### src/bus_control_port_cfg.svh
// offsets, field positions, reset values for the bus control port pin mux
// assumes: included by bare name from the package and the design file
`ifndef BUS_CONTROL_PORT_CFG_SVH
`define BUS_CONTROL_PORT_CFG_SVH
// register indexes; byte address is four times the index
`define IDX_G_DIRECTION 16'hfebf
`define IDX_G_OUTPUT_DATA 16'hff6f
`define IDX_G_PIN_STATE 16'hff5f
`define IDX_F_DIRECTION 16'hfebe
`define IDX_F_OUTPUT_DATA 16'hff6e
`define IDX_BUS_CONFIG 16'hfe00
`define ADDR_W 18
// reset values
`define G_DIR_RST_WIDE 8'hf0
`define G_DIR_RST_NARROW 8'he0
`define G_DATA_RST 8'h00
`define F_RST 4'h0
// bus config field positions
`define CFG_MTS_LSB 0
`define CFG_BUS_WIDTH 3
`define CFG_LOWER_COLUMN_STROBE_SEL 4
`define CFG_BUS_REQUEST_OUT_EN 5
`define CFG_WAIT_EN 6
`define CFG_RELEASE_EN 7
`define CFG_HOLD 8
`define CFG_DRAM 9
`define CFG_PSRAM 10
`define CFG_W 11
// axi responses
`define RESP_OKAY 2'b00
`define RESP_SLVERR 2'b10
`endif

### src/bus_control_port_pkg.sv
// types shared by the bus control port pin mux
// assumes: cfg header reachable on the include path
`include "bus_control_port_cfg.svh"
package bus_control_port_pkg;
    // strobes coming from the bus controller, all active low
    typedef struct packed {
        logic [3:0] chip_select_n;
        logic column_strobe_n;
        logic output_enable_n;
        logic low_byte_write_strobe_n;
        logic lower_column_strobe_n;
        logic bus_request_out_n;
        logic bus_grant_n;
    } bus_ctl_t;
    // software bus configuration
    typedef struct packed {
        logic psram_select;
        logic dram_select;
        logic standby_output_hold;
        logic bus_release_enable;
        logic wait_pin_enable;
        logic bus_request_out_enable;
        logic lower_column_strobe_select;
        logic bus_width_select;
        logic [2:0] memory_type_select;
    } bus_cfg_t;
    // pin group: level, drive value, drive enable
    typedef struct packed {
        logic [3:0] f;
        logic [4:0] g;
    } pin_vec_t;
endpackage
### src/bus_control_port_pin_mux.sv
// pin function selection and general i/o for port g and port f pins 3..0
// assumes: one 10 MHz clock, axi4-lite master on the same clock,
// bus controller strobes and standby levels synchronous to that clock
`timescale 1ns/1ps
`default_nettype none
`include "bus_control_port_cfg.svh"
module bus_control_port_pin_mux
    import bus_control_port_pkg::*;
(
    input wire logic i_ref_clk,
    input wire logic i_resetn,
    input wire logic i_manual_resetn,
    input wire logic i_hw_standby,
    input wire logic i_sw_standby,
    input wire logic [2:0] i_mode,
    input wire bus_ctl_t i_bus_ctl,
    output logic o_wait_n,
    output logic o_bus_request_in_n,
    input wire pin_vec_t i_pin,
    output pin_vec_t o_pin,
    output pin_vec_t o_pin_oe,
    input wire logic i_awvalid,
    output logic o_awready,
    input wire logic [`ADDR_W-1:0] i_awaddr,
    input wire logic i_wvalid,
    output logic o_wready,
    input wire logic [31:0] i_wdata,
    input wire logic [3:0] i_wstrb,
    output logic o_bvalid,
    input wire logic i_bready,
    output logic [1:0] o_bresp,
    input wire logic i_arvalid,
    output logic o_arready,
    input wire logic [`ADDR_W-1:0] i_araddr,
    output logic o_rvalid,
    input wire logic i_rready,
    output logic [31:0] o_rdata,
    output logic [1:0] o_rresp
);
    // pin and strap synchronisers; first stage read only by second
    pin_vec_t pin_meta_ff, pin_sync_ff;
    logic [2:0] mode_meta_ff, mode_sync_ff;
    always_ff @(posedge i_ref_clk) begin
        pin_meta_ff <= i_pin;
        pin_sync_ff <= pin_meta_ff;
        mode_meta_ff <= i_mode;
        mode_sync_ff <= mode_meta_ff;
    end

    // mode classes
    logic bus_mode, exp_mode, small_mode, single_mode;
    assign exp_mode = (mode_sync_ff >= 3'h4) && (mode_sync_ff <= 3'h6);
    assign small_mode = (mode_sync_ff == 3'h1) || (mode_sync_ff == 3'h2);
    assign bus_mode = exp_mode || small_mode;
    assign single_mode = !bus_mode;

    // register state
    logic [4:0] g_dir_ff, g_data_ff;
    logic [3:0] f_dir_ff, f_data_ff;
    bus_cfg_t cfg_ff;
    logic [7:0] g_dir_rst;
    logic por;
    assign por = !i_resetn || i_hw_standby;
    // wide default only in modes 1, 4 and 5
    assign g_dir_rst = (mode_sync_ff == 3'h1 || mode_sync_ff == 3'h4 || mode_sync_ff == 3'h5) ?
        `G_DIR_RST_WIDE : `G_DIR_RST_NARROW;

    // axi write and read decode; write address and data are taken together
    logic wr_go, rd_go;
    logic [15:0] wr_idx, rd_idx;
    logic wr_hit, rd_hit;
    assign wr_go = i_awvalid && i_wvalid && !o_bvalid;
    assign rd_go = i_arvalid && !o_rvalid;
    assign o_awready = wr_go;
    assign o_wready = wr_go;
    assign o_arready = !o_rvalid;
    assign wr_idx = i_awaddr[17:2];
    assign rd_idx = i_araddr[17:2];
    assign wr_hit = (wr_idx == `IDX_G_DIRECTION) || (wr_idx == `IDX_G_OUTPUT_DATA) ||
        (wr_idx == `IDX_G_PIN_STATE) || (wr_idx == `IDX_F_DIRECTION) ||
        (wr_idx == `IDX_F_OUTPUT_DATA) || (wr_idx == `IDX_BUS_CONFIG);
    assign rd_hit = (rd_idx == `IDX_G_DIRECTION) || (rd_idx == `IDX_G_OUTPUT_DATA) ||
        (rd_idx == `IDX_G_PIN_STATE) || (rd_idx == `IDX_F_DIRECTION) ||
        (rd_idx == `IDX_F_OUTPUT_DATA) || (rd_idx == `IDX_BUS_CONFIG);
    logic wr_b0, wr_b1;
    assign wr_b0 = wr_go && i_wstrb[0];
    assign wr_b1 = wr_go && i_wstrb[1];

    // port g direction: only power-on or hardware standby reload it
    always_ff @(posedge i_ref_clk) begin
        if (por) begin
            g_dir_ff <= g_dir_rst[4:0];
        end else if (wr_b0 && wr_idx == `IDX_G_DIRECTION) begin
            g_dir_ff <= i_wdata[4:0];
        end
    end

    // port g output data; the pin state index is not writable
    always_ff @(posedge i_ref_clk) begin
        if (por) begin
            g_data_ff <= 5'(`G_DATA_RST);
        end else if (wr_b0 && wr_idx == `IDX_G_OUTPUT_DATA) begin
            g_data_ff <= i_wdata[4:0];
        end
    end

    // port f low pins direction and data
    always_ff @(posedge i_ref_clk) begin
        if (por) begin
            f_dir_ff <= `F_RST;
            f_data_ff <= `F_RST;
        end else begin
            if (wr_b0 && wr_idx == `IDX_F_DIRECTION) begin
                f_dir_ff <= i_wdata[3:0];
            end
            if (wr_b0 && wr_idx == `IDX_F_OUTPUT_DATA) begin
                f_data_ff <= i_wdata[3:0];
            end
        end
    end

    // bus configuration; a manual reset also clears it
    always_ff @(posedge i_ref_clk) begin
        if (por || !i_manual_resetn) begin
            cfg_ff <= '0;
        end else if (wr_idx == `IDX_BUS_CONFIG) begin
            if (wr_b0) begin
                cfg_ff[7:0] <= i_wdata[7:0];
            end
            if (wr_b1) begin
                cfg_ff[`CFG_W-1:8] <= i_wdata[`CFG_W-1:8];
            end
        end
    end

    // write response
    always_ff @(posedge i_ref_clk) begin
        if (!i_resetn) begin
            o_bvalid <= 1'b0;
            o_bresp <= `RESP_OKAY;
        end else if (wr_go) begin
            o_bvalid <= 1'b1;
            o_bresp <= wr_hit ? `RESP_OKAY : `RESP_SLVERR;
        end else if (i_bready) begin
            o_bvalid <= 1'b0;
        end
    end

    // read data mux; port g direction reads back zero since its value is undefined
    logic [31:0] nxt_rdata;
    pin_vec_t readback;
    always_comb begin
        readback.f = (f_dir_ff & f_data_ff) | (~f_dir_ff & pin_sync_ff.f);
        readback.g = (g_dir_ff & g_data_ff) | (~g_dir_ff & pin_sync_ff.g);
        case (rd_idx)
            `IDX_G_DIRECTION: nxt_rdata = 32'h0000_0000;
            `IDX_G_OUTPUT_DATA: nxt_rdata = {27'h0, g_data_ff};
            `IDX_G_PIN_STATE: nxt_rdata = {27'h0, readback.g};
            `IDX_F_DIRECTION: nxt_rdata = {28'h0, f_dir_ff};
            `IDX_F_OUTPUT_DATA: nxt_rdata = {28'h0, f_data_ff};
            `IDX_BUS_CONFIG: nxt_rdata = {21'h0, cfg_ff};
            default: nxt_rdata = 32'h0000_0000;
        endcase
    end

    // read response
    always_ff @(posedge i_ref_clk) begin
        if (!i_resetn) begin
            o_rvalid <= 1'b0;
            o_rdata <= 32'h0000_0000;
            o_rresp <= `RESP_OKAY;
        end else if (rd_go) begin
            o_rvalid <= 1'b1;
            o_rdata <= nxt_rdata;
            o_rresp <= rd_hit ? `RESP_OKAY : `RESP_SLVERR;
        end else if (i_rready) begin
            o_rvalid <= 1'b0;
        end
    end

    // function selection per pin
    logic lower_column_strobe_ok;
    pin_vec_t fn_bus, fn_out, fn_oe;
    assign lower_column_strobe_ok = exp_mode && cfg_ff.lower_column_strobe_select && !cfg_ff.bus_width_select &&
        (cfg_ff.memory_type_select >= 3'h1) && (cfg_ff.memory_type_select <= 3'h3);
    always_comb begin
        // general i/o by default: data bit driven where direction bit is set
        fn_out.f = f_data_ff;
        fn_oe.f = f_dir_ff;
        fn_out.g = g_data_ff;
        fn_oe.g = g_dir_ff;
        fn_bus = '0;
        // F3: strobe regardless of its direction bit
        if (bus_mode) begin
            fn_out.f[3] = i_bus_ctl.low_byte_write_strobe_n;
            fn_oe.f[3] = 1'b1;
            fn_bus.f[3] = 1'b1;
        end
        // F2: column strobe, then bus request out, then wait input
        if (lower_column_strobe_ok) begin
            fn_out.f[2] = i_bus_ctl.lower_column_strobe_n;
            fn_oe.f[2] = 1'b1;
            fn_bus.f[2] = 1'b1;
        end else if (bus_mode && cfg_ff.bus_request_out_enable) begin
            fn_out.f[2] = i_bus_ctl.bus_request_out_n;
            fn_oe.f[2] = 1'b1;
            fn_bus.f[2] = 1'b1;
        end else if (bus_mode && cfg_ff.wait_pin_enable) begin
            fn_oe.f[2] = 1'b0;
        end
        // F1 and F0: bus release pair
        if (bus_mode && cfg_ff.bus_release_enable) begin
            fn_out.f[1] = i_bus_ctl.bus_grant_n;
            fn_oe.f[1] = 1'b1;
            fn_bus.f[1] = 1'b1;
            fn_oe.f[0] = 1'b0;
        end
        // G4: chip select 0 in every bus mode where its direction bit is set
        if (bus_mode && g_dir_ff[4]) begin
            fn_out.g[4] = i_bus_ctl.chip_select_n[0];
            fn_bus.g[4] = 1'b1;
        end
        // G3..G1: chip selects 1..3 only in the expanded modes
        for (int i = 1; i < 4; i++) begin
            if (exp_mode && g_dir_ff[4-i]) begin
                fn_out.g[4-i] = i_bus_ctl.chip_select_n[i];
                fn_bus.g[4-i] = 1'b1;
            end
        end
        // G0: dram wins if software sets both interface bits
        if (exp_mode && cfg_ff.dram_select) begin
            fn_out.g[0] = i_bus_ctl.column_strobe_n;
            fn_oe.g[0] = 1'b1;
            fn_bus.g[0] = 1'b1;
        end else if (exp_mode && cfg_ff.psram_select) begin
            fn_out.g[0] = i_bus_ctl.output_enable_n;
            fn_oe.g[0] = 1'b1;
            fn_bus.g[0] = 1'b1;
        end
    end

    // software standby: bus pins freeze or float, general pins unaffected
    pin_vec_t nxt_pin, nxt_oe;
    always_comb begin
        nxt_pin = fn_out;
        nxt_oe = fn_oe;
        if (i_sw_standby) begin
            nxt_pin = (fn_bus & o_pin) | (~fn_bus & fn_out);
            nxt_oe = (fn_bus & (o_pin_oe & {9{cfg_ff.standby_output_hold}})) | (~fn_bus & fn_oe);
        end
    end

    // pin drivers registered so no glitch reaches the board
    always_ff @(posedge i_ref_clk) begin
        if (!i_resetn) begin
            o_pin <= '1;
            o_pin_oe <= '0;
        end else begin
            o_pin <= nxt_pin;
            o_pin_oe <= nxt_oe;
        end
    end

    // sensed strobes back to the bus controller, idle high when not selected
    always_ff @(posedge i_ref_clk) begin
        if (!i_resetn) begin
            o_wait_n <= 1'b1;
            o_bus_request_in_n <= 1'b1;
        end else begin
            o_wait_n <= (bus_mode && !lower_column_strobe_ok && !cfg_ff.bus_request_out_enable &&
                cfg_ff.wait_pin_enable) ? pin_sync_ff.f[2] : 1'b1;
            o_bus_request_in_n <= (bus_mode && cfg_ff.bus_release_enable) ?
                pin_sync_ff.f[0] : 1'b1;
        end
    end

    // checks; sampled reset in the antecedent skips the edge that releases reset,
    // where disable iff already sees reset gone but the pin flops still hold reset values
    a_lwr_follow: assert property (@(posedge i_ref_clk) disable iff (!i_resetn)
        i_resetn && bus_mode && !i_sw_standby
        |=> o_pin_oe.f[3] && o_pin.f[3] == $past(i_bus_ctl.low_byte_write_strobe_n))
        else $error("low write strobe not driven");
    a_lower_column_strobe_gate: assert property (@(posedge i_ref_clk) disable iff (!i_resetn)
        i_resetn && (!exp_mode || cfg_ff.bus_width_select || cfg_ff.memory_type_select == 3'h0 ||
        cfg_ff.memory_type_select > 3'h3) && !cfg_ff.bus_request_out_enable && !f_dir_ff[2]
        |=> !o_pin_oe.f[2])
        else $error("lower column strobe selected outside its conditions");
    a_f2_priority: assert property (@(posedge i_ref_clk) disable iff (!i_resetn)
        i_resetn && bus_mode && !lower_column_strobe_ok && cfg_ff.bus_request_out_enable && !i_sw_standby
        |=> o_pin_oe.f[2] && o_pin.f[2] == $past(i_bus_ctl.bus_request_out_n))
        else $error("bus request out not on f2");
    a_grant_out: assert property (@(posedge i_ref_clk) disable iff (!i_resetn)
        i_resetn && bus_mode && cfg_ff.bus_release_enable && !i_sw_standby |=> o_pin_oe.f[1])
        else $error("bus grant not driven");
    a_request_in: assert property (@(posedge i_ref_clk) disable iff (!i_resetn)
        bus_mode && cfg_ff.bus_release_enable |=> !o_pin_oe.f[0])
        else $error("bus request input driven");
    a_dir_reset: assert property (@(posedge i_ref_clk)
        i_hw_standby |=> g_dir_ff == $past(g_dir_rst[4:0]))
        else $error("direction not reloaded");
    a_dir_keep: assert property (@(posedge i_ref_clk) disable iff (por)
        !(wr_b0 && wr_idx == `IDX_G_DIRECTION) |=> $stable(g_dir_ff))
        else $error("direction changed without write");
    a_standby_float: assert property (@(posedge i_ref_clk) disable iff (!i_resetn)
        i_sw_standby && !cfg_ff.standby_output_hold && fn_bus.g[4] |=> !o_pin_oe.g[4])
        else $error("bus pin not floated in standby");
    a_single_gp: assert property (@(posedge i_ref_clk) disable iff (!i_resetn)
        i_resetn && single_mode
        |=> o_pin_oe.g == $past(g_dir_ff) && o_pin.g == $past(g_data_ff))
        else $error("port g not general in single chip mode");
    a_cs_exp: assert property (@(posedge i_ref_clk) disable iff (!i_resetn)
        i_resetn && exp_mode && g_dir_ff[2] && !i_sw_standby
        |=> o_pin_oe.g[2] && o_pin.g[2] == $past(i_bus_ctl.chip_select_n[2]))
        else $error("chip select 2 not driven");
    a_pin_read: assert property (@(posedge i_ref_clk) disable iff (!i_resetn)
        rd_go && rd_idx == `IDX_G_PIN_STATE
        |=> o_rvalid && o_rdata[4:0] == $past(readback.g) && o_rdata[31:5] == 27'h0)
        else $error("pin state readback wrong");
    a_data_write: assert property (@(posedge i_ref_clk) disable iff (por)
        wr_b0 && wr_idx == `IDX_G_PIN_STATE |=> $stable(g_data_ff))
        else $error("pin state write reached data register");
    c_lower_column_strobe: cover property (@(posedge i_ref_clk) lower_column_strobe_ok && o_pin_oe.f[2]);
    c_hold: cover property (@(posedge i_ref_clk) i_sw_standby && cfg_ff.standby_output_hold
        && fn_bus.f[3]);
    c_psram: cover property (@(posedge i_ref_clk) exp_mode && cfg_ff.psram_select
        && o_pin_oe.g[0]);
    c_bad_addr: cover property (@(posedge i_ref_clk) o_bvalid && o_bresp == `RESP_SLVERR);
endmodule
`default_nettype wire

### config.mk
export PLATFORM = sky130hd
export DESIGN_NAME = bus_control_port_pin_mux
export DESIGN_NICKNAME = d
export VERILOG_FILES = /design/src/bus_control_port_pkg.sv /design/src/bus_control_port_pin_mux.sv
export VERILOG_INCLUDE_DIRS = /design/src /design/src/src
export SDC_FILE = /design/constraint.sdc
export NUM_CORES = 1
export LEC_CHECK = 0
export CORE_MARGIN = 5
export CORE_UTILIZATION = 65
export DETAILED_ROUTE_END_ITERATION = 10
export DONT_BUFFER_PORTS = 1
export PLACE_DENSITY = 0.81
export SLEW_MARGIN = 20
export SYNTH_ARGS = -nofsm -noshare
export SYNTH_HDL_FRONTEND = slang
export SYNTH_SLANG_ARGS = --single-unit
### constraint.sdc
create_clock -name i_ref_clk -period 2.01 [get_ports i_ref_clk]
set_input_delay 0.201 -clock i_ref_clk [delete_from_list [all_inputs] [get_ports i_ref_clk]]
set_output_delay 0.201 -clock i_ref_clk [all_outputs]
set_load 0.02 [all_outputs]
**Yosys cells after proc, flatten, opt, wreduce, memory -nomap -nowiden**

Cells that the tools add are included.
Widths: inputs -> output; s select.

- $add $sub $neg: 0
- Multiply operators: 0
- Divide/modulo/power cells: 0
- Order comparisons: 4
- Equal/unequal tests: 16
- Shift-type cells: 0
- Muxes and demuxes: 39
- Bitwise gates (word level): 12
- Reduce and logical (&&, ||, !) cells: 56

Operators by type and width:

| kind | number |
|---|---|
| $eq 16x16->1 const B | 12 |
| $pmux 11 s5 | 1 |
| $and 9x9->9 | 5 |
| $mux 1 | 30 |
| $logic_and 1x1->1 | 26 |
| $mux 9 | 2 |
| $or 9x9->9 | 2 |
| $logic_or 1x1->1 | 16 |
| $mux 5 | 3 |
| $and 5x5->5 | 2 |
| $not 9->9 | 1 |
| $reduce_and 2->1 | 4 |
| $logic_not 1->1 | 7 |
| $eq 3x3->1 const B | 2 |
| $mux 2 | 3 |
| $reduce_bool 2->1 | 3 |
| $not 5->5 | 1 |
| $or 5x5->5 | 1 |
| $eq 3x1->1 const B | 1 |
| $eq 3x2->1 const B | 1 |
| $ge 3x1->1 const B | 1 |
| $ge 3x3->1 const B | 1 |
| $le 3x2->1 const B | 1 |
| $le 3x3->1 const B | 1 |

- Register bits after elaboration: 109
- Bits in latches: 0
- RAM bits: 0
- Bits in read-only memories: 0
- Bits of input ports: 104
- Output and inout port bits: 61
- Logic and storage cells: 157
- Memories: 0

**Logic depth before layout (Yosys ltp)**

- Depth in word-level cells: 11
- Mapped depth: 6
- Depth with buffers taken out: 5

**Worst setup path before layout**

OpenSTA, ideal clock, no wires.

- Kind: reg-to-reg
- Start point: register o_bvalid
- End point: register cfg_ff[10] (netlist bit)
- Setup time: 0.128 ns
- Arrival time: 1.375 ns
- Data required time: 1.882 ns
- Path slack: 0.508 ns
- Stages on the path, launching flop included: 5
- Buffers on the path: 0
- Period minus slack after synthesis: 1.502 ns
- Path through: dfxtp_1 -> nor2_1 -> nand4_1 -> mux2i_1 -> nor2_1

- Word-level cells in the longest chain between the ends: 4

RTL lines:

| item | line | source |
|---|---|---|
| from (decl) | bus_control_port_pin_mux.sv:29 | `output logic o_bvalid,` |
| from (signal assigned) | bus_control_port_pin_mux.sv:139 | `o_bvalid <= 1'b0;` |
| from (signal assigned) | bus_control_port_pin_mux.sv:142 | `o_bvalid <= 1'b1;` |
| from (signal assigned) | bus_control_port_pin_mux.sv:145 | `o_bvalid <= 1'b0;` |
| $logic_not 1->1 | bus_control_port_pin_mux.sv:72 | `assign wr_go = i_awvalid && i_wvalid && !o_bvalid;` |
| $logic_and 1x1->1 | bus_control_port_pin_mux.sv:72 |  |
| net o_awready | bus_control_port_pin_mux.sv:23 | `output logic o_awready,` |
| $logic_and 1x1->1 | bus_control_port_pin_mux.sv:87 | `assign wr_b1 = wr_go && i_wstrb[1];` |
| $reduce_and 2->1 (no line) | - |  |
| to (signal, indexed assignment) | bus_control_port_pin_mux.sv:131 | `` cfg_ff[`CFG_W-1:8] <= i_wdata[`CFG_W-1:8]; `` |
| to (decl) | bus_control_port_pin_mux.sv:60 | `bus_cfg_t cfg_ff;` |

The timed path passes the listed nets, and every way through them passes these cells.
A chain may end at the register's enable or synchronous reset.

**Final worst setup path**

- Start point: register o_bvalid
- End point: register f_data_ff[2]

- Word-level cells in the longest chain between the ends: 4

RTL lines:

| item | line | source |
|---|---|---|
| $logic_not 1->1 | bus_control_port_pin_mux.sv:72 |  |
| $logic_and 1x1->1 | bus_control_port_pin_mux.sv:72 |  |
| $logic_and 1x1->1 | bus_control_port_pin_mux.sv:86 | `assign wr_b0 = wr_go && i_wstrb[0];` |
| $logic_and 1x1->1 (no line) | - |  |
| to (signal assigned) | bus_control_port_pin_mux.sv:111 | `` f_data_ff <= `F_RST; `` |
| to (signal assigned) | bus_control_port_pin_mux.sv:117 | `f_data_ff <= i_wdata[3:0];` |
| to (decl) | bus_control_port_pin_mux.sv:59 | `logic [3:0] f_dir_ff, f_data_ff;` |

No other way between the ends.

==> metrics list <==
* Wire length on met1: approximately 3.6 mm
- Post-cts gate resize count: 0
- In the synthesized netlist the async set-or-reset flop fraction comes to 0%.
* CP arrival: roughly 2 ns
- Max Used Layer: met4
- Layout cell share with drive strength beyond 1: under 10%
- H-tree levels: 3
- # diodes: 0
- Global placement routability congestion: 0.913
- Fill cells in the final layout number just over 400.
- The cell area that synthesis handed to floorplanning was 3620 µm².
- Count of unresolved DRC violations after routing: 0
* Number of maximum-capacitance violations: 0
* Largest net degree at the start of global routing: 33
- Area growth, synth to finish: 11.4%
- Post-route worst hold slack: -0.00607 ns
- Wire length on met2: 4.37 mm
* Number of slew-limit violations in the final report: 0
* Worst-Skew Late Latency: 0.36 ns
* RSZ-0062 raised after global routing: no
* Most area-hungry cell type in the Yosys netlist: sky130_fd_sc_hd__dfxtp_1
- Summed over all nets, wire length on met3 after detailed routing comes to about 870 µm.
- CTS Buf Count: 9
- In the final routed layout, each cell accounts on average for 18.3 µm.
* Number of enable-type register cells in the synthesized netlist: 5
- The critical path is of the reg2reg type.
- Yosys mapped the design onto 49 distinct sky130hd cell types.
- CTS Root Cell: sky130_fd_sc_hd__clkbuf_8
- In the layout the commonest cells are sky130_fd_sc_hd__dfxtp_1, sky130_fd_sc_hd__nand2_1, sky130_fd_sc_hd__nor2_1.
- Half-perimeter wire length after placement: around 6.5 mm
* Overall die height: roughly 85 µm
* TNS Setup: 0 ns
* Final routed wirelength across all metal layers: 9.06 mm
- Relative slew slack: between 60% and 70%
- Total I/O pin count: 165
- The library cell used most frequently in the layout, excluding fill and tap cells, is sky130_fd_sc_hd__dfxtp_1.
- Yosys printed 0 warnings.
- Mean cell area of the mapped netlist: ~9.2 µm²
- The first detailed-routing pass ran for 4 iterations.
- Die Span X: around 85 µm
* Period utilisation layout: between 80% and 90%
- TritonCTS built the clock tree.
* Type of the tightest min-delay check: in2reg
* Cell area reported after detailed placement: between 3000 and 4000 µm²
* #FFs+latches synth: 84
- Buffers placed on the I/O ports in this run total 0.
- Endpoints failing hold: 2
- STA classifies the critical path startpoint as a flop.
- In the post-synthesis netlist, the biggest area contributors are sky130_fd_sc_hd__dfxtp_1, sky130_fd_sc_hd__mux2i_1, sky130_fd_sc_hd__buf_4.
* Ordered cell list for the critical path: nand4b_1, nor3_1, nand3_1, mux2i_1, nor2_1
- Max Clock Freq: ~560 MHz
* Clock tree skew after final layout: between 0.01 and 0.015 ns
- Floorplan die area: 7160 µm²
- Maximum count of clock buffers along a single path: 2
* Clock-pin slew on the worst setup and hold paths: approximately 0.080 ns
- For this run, the leading register cell type out of synthesis is sky130_fd_sc_hd__dfxtp_1.
- Worst VDD drop: a little under 0.0007 V
* Yosys top cell area share: between 40% and 50%
- Summed area of non-filler cells in the final layout: just over 4000 µm²
- Power comes to approximately 3400 µW.
- Total via count after detailed routing: between 2000 and 3000
* CP max FO: 4
- The multi-input combinational cells in the finished layout cover a total of 1700 µm².
- Synthesis produced approximately 390 cells.
- Sequential share of the synthesized area: between 40 and 50%
- Post-layout net count: roughly 520
- Time the final worst path needs with I/O delays and setup: 1.80 ns
* Result of the run: finished, violations left
* Iter 0 DRT Violations: ~190
- The region available for standard cell placement spans ~5500 µm².
* Setup-violating endpoint count in the final report: 0
* Area of all sequential standard cells: 1730 µm²
- Counting every sink on the clock net gives 84.
* ANT nets after route: 0
- Starting density of the core: 66.1%
* Vias in the first global route: ~2700
* Wire length of the first global-routing pass: about 14 mm
- Delay of the slowest cell on the worst path: about 0.40 ns
* Count of standard-cell rows: 27
- For the pin with the worst max-slew slack, the measured transition is between 0.5 and 0.6 ns.
- The final reports fail on hold timing.
- For the worst setup path, the data required time is approximately 2.2 ns.
* Combined global-route utilization of all metal layers: 25.2%
- CP max stage cell: sky130_fd_sc_hd__dfxtp_1
- Antenna violations before repair: 0
- Using the TritonRoute via totals, the vias-per-cell ratio works out to about 6.
* Layout Utilization: 73.6%
- P per Cell Area: between 800 and 900 nW/µm²
* Remaining global-route overflow: 0
- Sort of element at the end of the critical path: flop
* Leakage Power: ~0.0017 µW
- Setup fix buffers added after clock tree synthesis: 0
## worst max-delay path: cells and delay by family (launching register included)
| kind | cells | cell delay (ns) |
|---|---|---|
| AND/OR/NAND/NOR | 4 | 1.01 |
| flip-flops | 1 | 0.40 |
| multiplexers | 1 | 0.26 |
## sequential cells by signal, indices dropped and copies added, names as in the netlist, 4 cells and up, named ones only
register / flops
g_dir_ff: 5
f_data_ff: 4
o_pin_oe: 9
cfg_ff: 11
pin_sync_ff: 7
f_dir_ff: 4
pin_meta_ff: 7
o_rdata: 11
g_data_ff: 5
## cell type report
| cell class | instances | area share [%] |
|---|---|---|
| clock inverters | 4 | 1.83 |
| flip-flops and latches | 84 | 43.0 |
| repair buffers | 28 | 6.52 |
| inverters | 10 | 0.931 |
| clock buffers | 12 | 3.35 |
| multi-input cells | 284 | 42.2 |
| well taps | 72 | 2.24 |
## synth_stat cells (6+ instances only)
master	instances
sky130_fd_sc_hd__a21boi_1	6
sky130_fd_sc_hd__a21oi_1	18
sky130_fd_sc_hd__and2_1	6
sky130_fd_sc_hd__buf_2	6
sky130_fd_sc_hd__buf_4	24
sky130_fd_sc_hd__clkbuf_1	6
sky130_fd_sc_hd__dfxtp_1	79
sky130_fd_sc_hd__inv_1	10
sky130_fd_sc_hd__mux2i_1	30
sky130_fd_sc_hd__nand2_1	48
sky130_fd_sc_hd__nand3_1	18
sky130_fd_sc_hd__nand4_1	8
sky130_fd_sc_hd__nor2_1	40
sky130_fd_sc_hd__o21ai_0	15
## kinds of logic after synthesis
group / share of synthesized area (%)
mux: 8.30
simple gates: 22.9
other cells: 0.104
buf+inv: 7.47
compound gates: 13.4
flops: 47.9
## worst paths after layout
kind	from	depth (start not counted)	to	slack [ns]
worst min register to register	pin_meta_ff[1]	0	pin_sync_ff[1]	0.33
worst max register to register	o_bvalid	5	f_data_ff[2]	0.21
worst min-delay path	i_wdata[8]	2	cfg_ff[8]	-0.006
worst max-delay path	o_bvalid	5	f_data_ff[2]	0.21
## power by group
part	internal (µW)	switching, µW	leakage (µW)
clock	701	581	0.000105
sequential	1740	84.7	0.000704
combinational	95.0	150	0.000854
total	2540	815	0.00166
## through the flow
step | cells | setup slack, ns
floorplan | 414 | 0.508
global placement | 455 | 0.356
detailed placement | 455 | 0.277
CTS | 494 | 0.252
global route | 494 | 0.133
finish | 494 | 0.212
## metal layers
| layer | vias up | track usage [%] |
|---|---|---|
| li1 | 1382 | - |
| met1 | 1335 | 31.4 |
| met2 | 148 | 41.3 |
| met3 | 23 | 6.38 |
| met4 | 0 | 10.8 |
| met5 | - | 0 |
## repair_timing
action / 4_1_cts / 5_1_grt
hold buffers: 23 / 0
endpoints found under the hold margin: 59 / 0
setup endpoints to repair: 0 / 0
Note: power is estimated with default switching activity, not from simulation.
